### src/core/tcw_map.svh
`ifndef TCW_MAP_SVH
`define TCW_MAP_SVH

// counter and capture width
`define TCW_CNT_W 16
`define TCW_CNT_ZERO 16'h0000
`define TCW_CNT_ONE 16'h0001

// start control field codes
`define TCW_START_STOP 2'b00
`define TCW_START_CMD 2'b01
`define TCW_START_RISE 2'b10
`define TCW_START_FALL 2'b11

// source clock select codes
`define TCW_SRC_SLOW 2'b00
`define TCW_SRC_MID 2'b01
`define TCW_SRC_FAST 2'b10
`define TCW_SRC_FULL 2'b11

// prescaler width and the low-bit masks for each source rate
`define TCW_PRE_W 12
`define TCW_PRE_ZERO 12'h000
`define TCW_PRE_ONE 12'h001
`define TCW_MASK_SLOW 12'h7FF
`define TCW_MASK_MID 12'h07F
`define TCW_MASK_FAST 12'h007
`define TCW_MASK_FULL 12'h000

`endif

### src/core/tcw_pkg.sv
package tcw_pkg;

  // operating modes covered by this block
  typedef enum logic [1:0] {
    TCW_EVENT = 2'b00,
    TCW_WINDOW = 2'b01,
    TCW_PULSE = 2'b10,
    TCW_IDLE = 2'b11
  } tcw_mode_e;

  // pulse width measurement phase
  typedef enum logic {
    TCW_WAIT = 1'b0,
    TCW_RUN = 1'b1
  } tcw_phase_e;

endpackage : tcw_pkg

### src/core/tcw_timer1.sv
// How it works
// RULE1: event mode counts each selected edge of the input pin.
// RULE2: event mode match on compare_a raises interrupt and clears the counter.
// RULE3: event mode compare is checked on the edge opposite the counting edge.
// RULE4: source holds each pin level at least two machine cycles.
// RULE5: auto-capture copies the running count into capture_b on each source tick.
// RULE6: software waits one source tick before first auto-captured read.
// RULE7: software reads auto-capture only while running and capture enabled.
// RULE8: window mode counts source ticks gated by window; match interrupts and clears.
// RULE9: window polarity selects counting while pin high or while pin low.
// RULE10: window pulse is much slower than the selected source clock.
// RULE11: pulse mode starts on trigger edge, then counts source ticks.
// RULE12: capture_edge_mode one selects single-edge, zero selects double-edge capture.
// RULE13: single-edge: opposite edge captures, interrupts, sets counter to one; waits for next trigger.
// RULE14: double-edge: capture on opposite and trigger edges; trigger also clears.
// RULE15: single-edge: after capture counter holds at one until next trigger.
// RULE16: software reads capture_b before next trigger edge, in one access.
// RULE17: software discards the first captured value after start.
// RULE18: software picks rising trigger for high widths, falling for low.
// RULE19: stop power mode entry clears start field to stop and halts counter.
// RULE20: counter, compare_a and capture_b are 16 bits; capture moves whole value.
`timescale 1ns/1ns
`include "tcw_map.svh"

module tcw_timer1 (
  input wire logic clock,
  input wire logic reset_n,
  input wire logic clock_enable,
  input wire logic event_input_pin,
  input wire tcw_pkg::tcw_mode_e mode,
  input wire logic [1:0] source_clock_select,
  input wire logic window_polarity,
  input wire logic capture_edge_mode,
  input wire logic auto_capture_en,
  input wire logic [`TCW_CNT_W-1:0] compare_a,
  input wire logic start_write,
  input wire logic [1:0] start_wdata,
  input wire logic stop_mode_enter,
  output logic [1:0] start_edge_select,
  output logic [`TCW_CNT_W-1:0] count,
  output logic [`TCW_CNT_W-1:0] capture_b,
  output logic timer1_irq
);

  // true when the prescaler has reached the end of one source period
  function automatic logic tick_hit(input logic [1:0] sel,
                                    input logic [`TCW_PRE_W-1:0] pre);
    logic [`TCW_PRE_W-1:0] mask;
    case (sel)
      `TCW_SRC_SLOW: mask = `TCW_MASK_SLOW;
      `TCW_SRC_MID: mask = `TCW_MASK_MID;
      `TCW_SRC_FAST: mask = `TCW_MASK_FAST;
      default: mask = `TCW_MASK_FULL;
    endcase
    return (pre & mask) == mask;
  endfunction : tick_hit

  // counter step, kept at full width
  function automatic logic [`TCW_CNT_W-1:0] bump(input logic [`TCW_CNT_W-1:0] v);
    return `TCW_CNT_W'(v + `TCW_CNT_ONE);
  endfunction : bump

  logic pin_s1;
  logic pin_s2;
  logic pin_prev;
  logic next_pin_s1;
  logic next_pin_s2;
  logic next_pin_prev;
  logic [`TCW_PRE_W-1:0] pre;
  logic [`TCW_PRE_W-1:0] next_pre;
  logic [1:0] next_start;
  logic [`TCW_CNT_W-1:0] next_count;
  logic [`TCW_CNT_W-1:0] next_capture_b;
  logic next_irq;
  tcw_pkg::tcw_phase_e phase;
  tcw_pkg::tcw_phase_e next_phase;
  logic running;
  logic src_tick;
  logic pin_rise;
  logic pin_fall;
  logic trig_edge;
  logic opp_edge;
  logic win_active;
  logic is_match;
  logic edge_cap;

  // pin is asynchronous: two flops, then a third for edge history
  always_comb begin
    next_pin_s1 = event_input_pin;
    next_pin_s2 = pin_s1;
    next_pin_prev = pin_s2;
  end

  always_ff @(posedge clock or negedge reset_n) begin
    if (!reset_n) begin
      pin_s1 <= 1'b0;
      pin_s2 <= 1'b0;
      pin_prev <= 1'b0;
    end else if (clock_enable) begin
      pin_s1 <= next_pin_s1;
      pin_s2 <= next_pin_s2;
      pin_prev <= next_pin_prev;
    end
  end

  // edges seen on the synchronised pin; level must last two cycles to be seen
  assign pin_rise = pin_s2 & ~pin_prev; // RULE4
  assign pin_fall = ~pin_s2 & pin_prev;
  assign running = start_edge_select != `TCW_START_STOP;
  // falling selected means falling is the count or trigger edge
  assign trig_edge = (start_edge_select == `TCW_START_FALL) ? pin_fall : pin_rise; // RULE1
  assign opp_edge = (start_edge_select == `TCW_START_FALL) ? pin_rise : pin_fall; // RULE3
  // negative logic counts while the window is low
  assign win_active = window_polarity ? ~pin_s2 : pin_s2; // RULE9
  assign is_match = count == compare_a;
  assign src_tick = tick_hit(source_clock_select, pre);

  // free running prescaler; it keeps running when stopped, so the first
  // tick after start may come early by up to one source period
  always_comb begin
    next_pre = `TCW_PRE_W'(pre + `TCW_PRE_ONE);
  end

  always_ff @(posedge clock or negedge reset_n) begin
    if (!reset_n) begin
      pre <= `TCW_PRE_ZERO;
    end else if (clock_enable) begin
      pre <= next_pre;
    end
  end

  // start field: power-down entry wins over a software write
  always_comb begin
    next_start = start_edge_select;
    if (stop_mode_enter) begin
      next_start = `TCW_START_STOP; // RULE19
    end else if (start_write) begin
      next_start = start_wdata;
    end
  end

  always_ff @(posedge clock or negedge reset_n) begin
    if (!reset_n) begin
      start_edge_select <= `TCW_START_STOP;
    end else if (clock_enable) begin
      start_edge_select <= next_start;
    end
  end

  // edge captures of pulse width mode; they take priority over auto-capture
  always_comb begin
    edge_cap = 1'b0;
    if (running && mode == tcw_pkg::TCW_PULSE && phase == tcw_pkg::TCW_RUN) begin
      edge_cap = opp_edge | (trig_edge & ~capture_edge_mode); // RULE12
    end
  end

  // counter, phase, capture and interrupt
  always_comb begin
    next_count = count;
    next_phase = phase;
    next_capture_b = capture_b;
    next_irq = 1'b0;
    if (!running) begin
      next_count = `TCW_CNT_ZERO; // RULE19
      next_phase = tcw_pkg::TCW_WAIT;
    end else begin
      case (mode)
        tcw_pkg::TCW_EVENT: begin
          if (trig_edge) begin
            next_count = bump(count); // RULE1
          end else if (opp_edge && is_match) begin
            next_count = `TCW_CNT_ZERO; // RULE2
            next_irq = 1'b1; // RULE3
          end
        end
        tcw_pkg::TCW_WINDOW: begin
          if (src_tick && win_active) begin
            if (is_match) begin
              next_count = `TCW_CNT_ZERO; // RULE8
              next_irq = 1'b1;
            end else begin
              next_count = bump(count); // RULE8
            end
          end
        end
        tcw_pkg::TCW_PULSE: begin
          if (phase == tcw_pkg::TCW_WAIT) begin
            // the held value of one survives the restart
            if (trig_edge) begin
              next_phase = tcw_pkg::TCW_RUN; // RULE11
            end
          end else if (opp_edge) begin
            next_capture_b = count; // RULE20
            next_irq = 1'b1;
            if (capture_edge_mode) begin
              next_count = `TCW_CNT_ONE; // RULE15
              next_phase = tcw_pkg::TCW_WAIT; // RULE13
            end else if (src_tick) begin
              next_count = bump(count); // RULE14
            end
          end else if (trig_edge && !capture_edge_mode) begin
            next_capture_b = count; // RULE14
            next_irq = 1'b1;
            next_count = `TCW_CNT_ZERO;
          end else if (src_tick) begin
            next_count = bump(count); // RULE11
          end
        end
        default: begin
          next_count = count;
        end
      endcase
      // running copy on each source tick unless an edge capture is due
      if (auto_capture_en && src_tick && !edge_cap) begin
        next_capture_b = count; // RULE5
      end
    end
  end

  always_ff @(posedge clock or negedge reset_n) begin
    if (!reset_n) begin
      count <= `TCW_CNT_ZERO;
      phase <= tcw_pkg::TCW_WAIT;
      capture_b <= `TCW_CNT_ZERO;
      timer1_irq <= 1'b0;
    end else if (clock_enable) begin
      count <= next_count;
      phase <= next_phase;
      capture_b <= next_capture_b;
      timer1_irq <= next_irq;
    end
  end
endmodule : tcw_timer1

### config.mk
export PLATFORM = sky130hd
export DESIGN_NAME = tcw_timer1
export DESIGN_NICKNAME = d
export VERILOG_FILES = /design/src/core/tcw_pkg.sv /design/src/core/tcw_timer1.sv
export VERILOG_INCLUDE_DIRS = /design/src /design/src/core
export SDC_FILE = /design/constraint.sdc
export NUM_CORES = 1
export LEC_CHECK = 0
export ABC_CLOCK_PERIOD_IN_PS = 2200
export BUFFER_PORTS_ARGS = -buffer_cell sky130_fd_sc_hd__buf_2
export CAP_MARGIN = 20
export CORE_MARGIN = 2
export CORE_UTILIZATION = 49
export DETAILED_ROUTE_END_ITERATION = 10
export MAX_ROUTING_LAYER = met4
export PLACE_DENSITY = 0.82
export SETUP_SLACK_MARGIN = 0.4
export SYNTH_ARGS = -nofsm -noshare
export SYNTH_HDL_FRONTEND = slang
export SYNTH_SLANG_ARGS = --single-unit
### constraint.sdc
create_clock -name clock -period 2.2 [get_ports clock]
set_input_delay 0.66 -clock clock [delete_from_list [all_inputs] [get_ports clock]]
set_output_delay 0.66 -clock clock [all_outputs]
set_load 0.02 [all_outputs]
* Yosys cells after proc, flatten, opt, wreduce, memory -nomap -nowiden
Cells that the tools add are included. Widths: inputs -> output; s select.
Storage, ports and cells: flip-flop bits (word level) 51, input port bits 31, output and inout bits 35, word-level logic and storage cells 89
Cells by class: add/subtract/negate cells 2, equal/unequal tests 12, multiplexer cells 38, bitwise operators 8, reduce and logical (&&, ||, !) cells 20
Operators with widths (number):
- $mux 16 | 15
- $pmux 16 s3 | 1
- $pmux 11 s3 | 1
- $mux 1 | 18
- $add 16x1->16 const B | 1
- $eq 16x16->1 | 1
- $add 12x1->12 const B | 1
- $and 12x12->12 | 1
- $eq 12x12->1 | 1
- $reduce_and 5->1 | 2
- $reduce_bool 2->1 | 4
- $logic_and 1x1->1 | 7
- $eq 2x2->1 const B | 3
- $ne 3x3->1 const B | 2
- $eq 2x1->1 const B | 2
- $logic_not 2->1 | 2
- $mux 2 | 2
- $ne 4x1->1 const B | 1
- $ne 4x4->1 const B | 1
- $reduce_and 2->1 | 2
- $and 1x1->1 | 3
- $not 1->1 | 3
- $pmux 1 s3 | 1
- $reduce_bool 3->1 | 1
- 3 further kinds | 4

* Longest topological paths before layout
depth in word-level cells 10, mapped depth 9, gate-level depth less buffers 8

* Least setup slack after synthesis
Ideal clock, no wire load.
path type reg-to-reg, start register count[0], end register count[14], library setup time 0.121 ns, arrival time 2.245 ns, required time 2.079 ns, slack -0.166 ns, stages on the path, launching flop included 9, buffers on the path 0, period minus slack after synthesis 2.366 ns, cell sequence dfrtp_1 -> ha_1 -> nand3_2 -> or4_4 -> nor3_2 -> xor2_1 -> a21oi_1 -> nor3_1 -> a22o_1
On the way: word-level cells in the longest chain between the ends 7, elaborated cells between the ends (all ways) 15, classes of those cells 1 x add/sub; 2 x eq/ne; 10 x mux; 2 x reduce/logical
RTL lines:
- start, declared | line tcw_timer1.sv:40 | output logic [`TCW_CNT_W-1:0] count,
- start signal, assigned | line tcw_timer1.sv:223 | count <= `TCW_CNT_ZERO;
- start signal, assigned | line tcw_timer1.sv:228 | count <= next_count;
- $add 16x1->16 (no line)
- $mux 16 | line tcw_timer1.sv:199, tcw_timer1.sv:206
- $mux 16, on equally long branches | line tcw_timer1.sv:202, tcw_timer1.sv:196
- $mux 16 | line tcw_timer1.sv:193 | end else if (opp_edge) begin
- $mux 16 | line tcw_timer1.sv:188 | if (phase == tcw_pkg::TCW_WAIT) begin
- $pmux 16 s3 | line tcw_timer1.sv:168 | case (mode)
- $mux 16 | line tcw_timer1.sv:164 | if (!running) begin
Several ways; a longest one is shown, not always the timed one. The select of a mux whose other input is x is not followed. A chain may end at the register's enable or synchronous reset.

* Final worst setup path
start input port compare_a[0], end register count[5]
On the way: word-level cells in the longest chain between the ends 5, elaborated cells between the ends (all ways) 8, classes of those cells 2 x eq/ne; 4 x mux; 2 x reduce/logical
RTL lines:
- start, declared | line tcw_timer1.sv:35 | input wire logic [`TCW_CNT_W-1:0] compare_a,
- $eq 16x16->1 * | line tcw_timer1.sv:115 | assign is_match = count == compare_a;
- $mux 16 | line tcw_timer1.sv:179 | if (is_match) begin
- $mux 16 | line tcw_timer1.sv:178 | if (src_tick && win_active) begin
- $pmux 16 s3 | line tcw_timer1.sv:168
- $mux 16 | line tcw_timer1.sv:164
Mark *: on every way between the ends. The rest lies on a longest branch, timed or not. The select of a mux whose other input is x is not followed.

==> results.cfg <==
[outcome]
run_status = complete, but fails checks
violations = setup timing

[sta]
max_freq_mhz = 396
grt_setup_unrepaired = true
report.final.setup_viol = 16
timing.max_slew.rel_slack_pct = 59.5
period_needed_ns = 2.53
report.final.hold_viol_count = 0
layout_worst_path_cycle_share_pct = 115
fin_worst_skew_ns = 0.0123
final.setup.worst_slack_ns = -0.327
timing_max_transition_violations_final = 0
tightestPinTransition_ns = 0.608

[clocking]
cts-root-to-sink-buffers = 2
h_tree_levels = 2
clock_tree.root_cell = sky130_fd_sc_hd__clkbuf_8
clkSinkCount = 50
numCtsBuffers = 5
cts_tree = done
clkSlewWorstSetupHoldPaths_ns = 0.11
clk-insertion-delay-late_ns = 0.32

[yosys]
synth_top_family_by_area = simple AND/OR/NAND/NOR gates
synth.largest_area_cell = sky130_fd_sc_hd__dfrtp_1
yosysUniqueCellTypes = 59
synth_edf_count = 0
synth_compound_gate_area_share_pct = 16.8
seq_area_frac_synth_pct = 41.2
syn-instance-count = 307
most_common_cell_in_the_netlist = sky130_fd_sc_hd__dfrtp_1
synthSimpleGateAreaFrac_pct = 17.9
post_synth_fa_ha_maj_area_fraction_pct = 2.47
ys_dominant_reg_cell = sky130_fd_sc_hd__dfrtp_1
synth_async_sr_flop_share_pct = 100
yosys_register_bits = 50
ys.warnings.count = 0
synth_top_cells_by_count = 50 x sky130_fd_sc_hd__dfrtp_1, 36 x sky130_fd_sc_hd__nand2_1, 24 x sky130_fd_sc_hd__xnor2_1, 19 x sky130_fd_sc_hd__mux2_2, 16 x sky130_fd_sc_hd__a21oi_1
post_synth.cell_area_avg_um2 = 9.89
yosys.area.top_type_share_pct = 41.2
synth_xor_area_share_pct = 8.65
synthesis.nets = 344
ys_top_cells_by_area = sky130_fd_sc_hd__dfrtp_1 41%, sky130_fd_sc_hd__mux2_2 7.0%, sky130_fd_sc_hd__xnor2_1 6.9%
yosys-mux-area-fraction_pct = 9.19
mappedNetlistArea_um2 = 3040

[layout]
postLayoutCellArea_um2 = 4930
area_growth_pct = 62.3
num-nets-final = 501
antenna_cells = 0
fillerInstances = 330
final_layout_size_suffix_gt1_share_pct = 61.1

[placed_design]
detailed_place.area_um2 = 4110
detailedPlace.worstSlack_ns = -0.449
detailed_place_hpwl_um = 6410
portBuffers = 65
place.gp.congestion = 0.950

[die]
area_of_the_placeable_core_um2 = 5960
floorplan.die_area_um2 = 6840
floorplan.rows = 28
chipWidth_um = 82.7
die_height_um = 82.7
start_util_pct = 51.0
ioPinCount = 66

[global_route]
grt_first_pass_wirelength_um = 16700
grt_start_max_net_pins = 27
grt_overflow = 0
grt_use_total_pct = 33.9
initial_antenna_violation_count = 0
grt_pass1_vias = 3497

[worst_setup_path]
timing.critical_path.max_delay_family = compound AO/OA/AOI/OAI gates
cpMostUsedCell = sky130_fd_sc_hd__buf_4
setup.worst_path.start_class = input port
crit_path_max_fanout = 4
timing.critical_path.required_ns = 2.41
timing.critical_path.arrival_ns = 2.74
cp.buffers_inverters = 5
timing.reg2reg.setup_slack_ns = -0.33
slowest_cell_on_the_critical_path = sky130_fd_sc_hd__o41ai_4
timing.critical_path.cells = buf_4 > xnor2_2 > nand4_1 > buf_4 > o41ai_4 > buf_4 > buf_6 > buf_6 > a31oi_4 > a21oi_2 > a2bb2oi_2 > o41ai_2
maximum_cell_stage_delay_along_the_critical_path_ns = 0.37
endpoint_kind = register
start_to_end_type_of_the_worst_setup_path = input port to register

[min_path]
hold_path_class = input port to async pin

[run]
drv.max_cap_violation_count = 0

[pwr]
power.static_leakage_nw = 2.30
clockPowerShare_pct = 20.6
p_seq_share_pct = 39.4
cell_internal_power_w = 0.00178
power.ir.vdd_worst_uv = 498
sw_frac_of_total_pct = 35.1
power_density_nw_per_um2 = 556
power.net_switching_w = 0.000962
comb_power_share_pct = 39.9

[route]
drtAntennaViolNets = 0
drt_drc_violations_left = 0
drt-wirelength-per-cell_um = 21.6
viasPerCell = 6.29
dr_total_vias = 3394
totalWireLength_um = 11700
drtIter0Drc = 293
drt_first_pass_iters = 5
## cell usage in the layout, fill, tap and decap left out, drive strengths merged, types with 5 or more instances in the layout
master   Yosys  routed
buf          9     166
dfrtp       50      50
nand2       37      37
xnor2       24      24
mux2        21      21
a21oi       17      17
nor2        11      11
o21ai       11      11
nand4        9       9
nand3        9       9
a31oi        8       9
inv          7       8
o41ai        8       8
clkbuf       9       7
a2bb2oi      6       6
xor2         6       6
and3         6       6
ha           6       6
nand2b       5       5
or2          5       5
nor3         5       5
## flip-flops by register name, indices dropped and copies added (netlist names)
register / count
capture_b: 16
next_pin_prev: 1
count: 16
pre: 11
next_pin_s2: 1
phase: 1
pin_prev: 1
start_edge_select: 2
timer1_irq: 1
## worst register-to-register path, cell delays in order (launching register included)
cell,delay (ns)
sky130_fd_sc_hd__dfrtp_1,0.44
sky130_fd_sc_hd__xnor2_2,0.23
sky130_fd_sc_hd__nand4_1,0.20
sky130_fd_sc_hd__buf_4,0.20
sky130_fd_sc_hd__o41ai_4,0.38
sky130_fd_sc_hd__buf_4,0.20
sky130_fd_sc_hd__buf_6,0.10
sky130_fd_sc_hd__buf_6,0.09
sky130_fd_sc_hd__a31oi_4,0.13
sky130_fd_sc_hd__a21oi_2,0.17
sky130_fd_sc_hd__a2bb2oi_2,0.18
sky130_fd_sc_hd__o41ai_2,0.10
## path summary, 6_finish.rpt
path,from,end,cells past startpoint
max in group asynchronous,reset_n,count[0],2
min in group clock,pre[10],pre[10],1
worst min-delay path,reset_n,capture_b[14],1
worst min register to register,pre[10],pre[10],1
worst max register to register,count[5],count[5],11
worst max-delay path,compare_a[0],count[5],12
## repair_timing
action,in CTS,in global routing
setup buffers,21,7
gates resized for setup,80,28
hold buffers,0,0
setup endpoints to repair,34,36
gates cloned,4,0
pin swaps,35,27
## power groups by stage
stage	clock (W)	sequential (W)	combinational, W
floorplan	0	0.00113	0.000418
global placement	0	0.00108	0.000795
detailed placement	0	0.00109	0.000826
CTS	0.000559	0.00107	0.000989
global route	0.000611	0.00109	0.00116
finish	0.000566	0.00108	0.00109
## routing by layer
layer / part of all wire, % / up-vias / wire length [um] / GRT usage (%)
li1: - / 1436 / - / -
met1: 36 / 1637 / 4180 / 35.3
met3: 7.8 / 91 / 904 / 7.72
met2: 50 / 230 / 5780 / 58.9
met4: 6.8 / 0 / 789 / 19.3
met5: 0 / - / 0 / -
## through the flow
stage | power (W) | hold slack (ns) | std cells | TNS (ns) | utilization [%]
detailed placement | 0.00191 | 0.479 | 500 | -9.49 | 69.0
floorplan | 0.00154 | 0.364 | 307 | 0 | -
global placement | 0.00188 | 0.467 | 500 | -7.28 | 69.0
CTS | 0.00262 | 0.364 | 533 | -0.00196 | 79.7
global route | 0.00286 | 0.381 | 540 | -4.46 | 82.7
finish | 0.00274 | 0.343 | 540 | -3.72 | 82.7
## layout make-up
class	count	area, um^2	area share, %
multi-input combinational	233	2210	44.9
sequential	50	1260	25.6
timing repair buffer	167	1250	25.3
tap	75	93.8	1.90
clock buffer	6	72.6	1.47
inverter	7	26.3	0.533
clock inverter	2	13.8	0.279
## logic make-up (layout without fill, tap and decap cells)
family,count (synthesis),after routing
mux,24,24
xor+xnor,30,30
compound gates,71,72
fa+ha+maj,6,6
buf+inv,25,182
simple gates,101,101
flops,50,50
No activity file was read; power rests on OpenSTA's default activity.
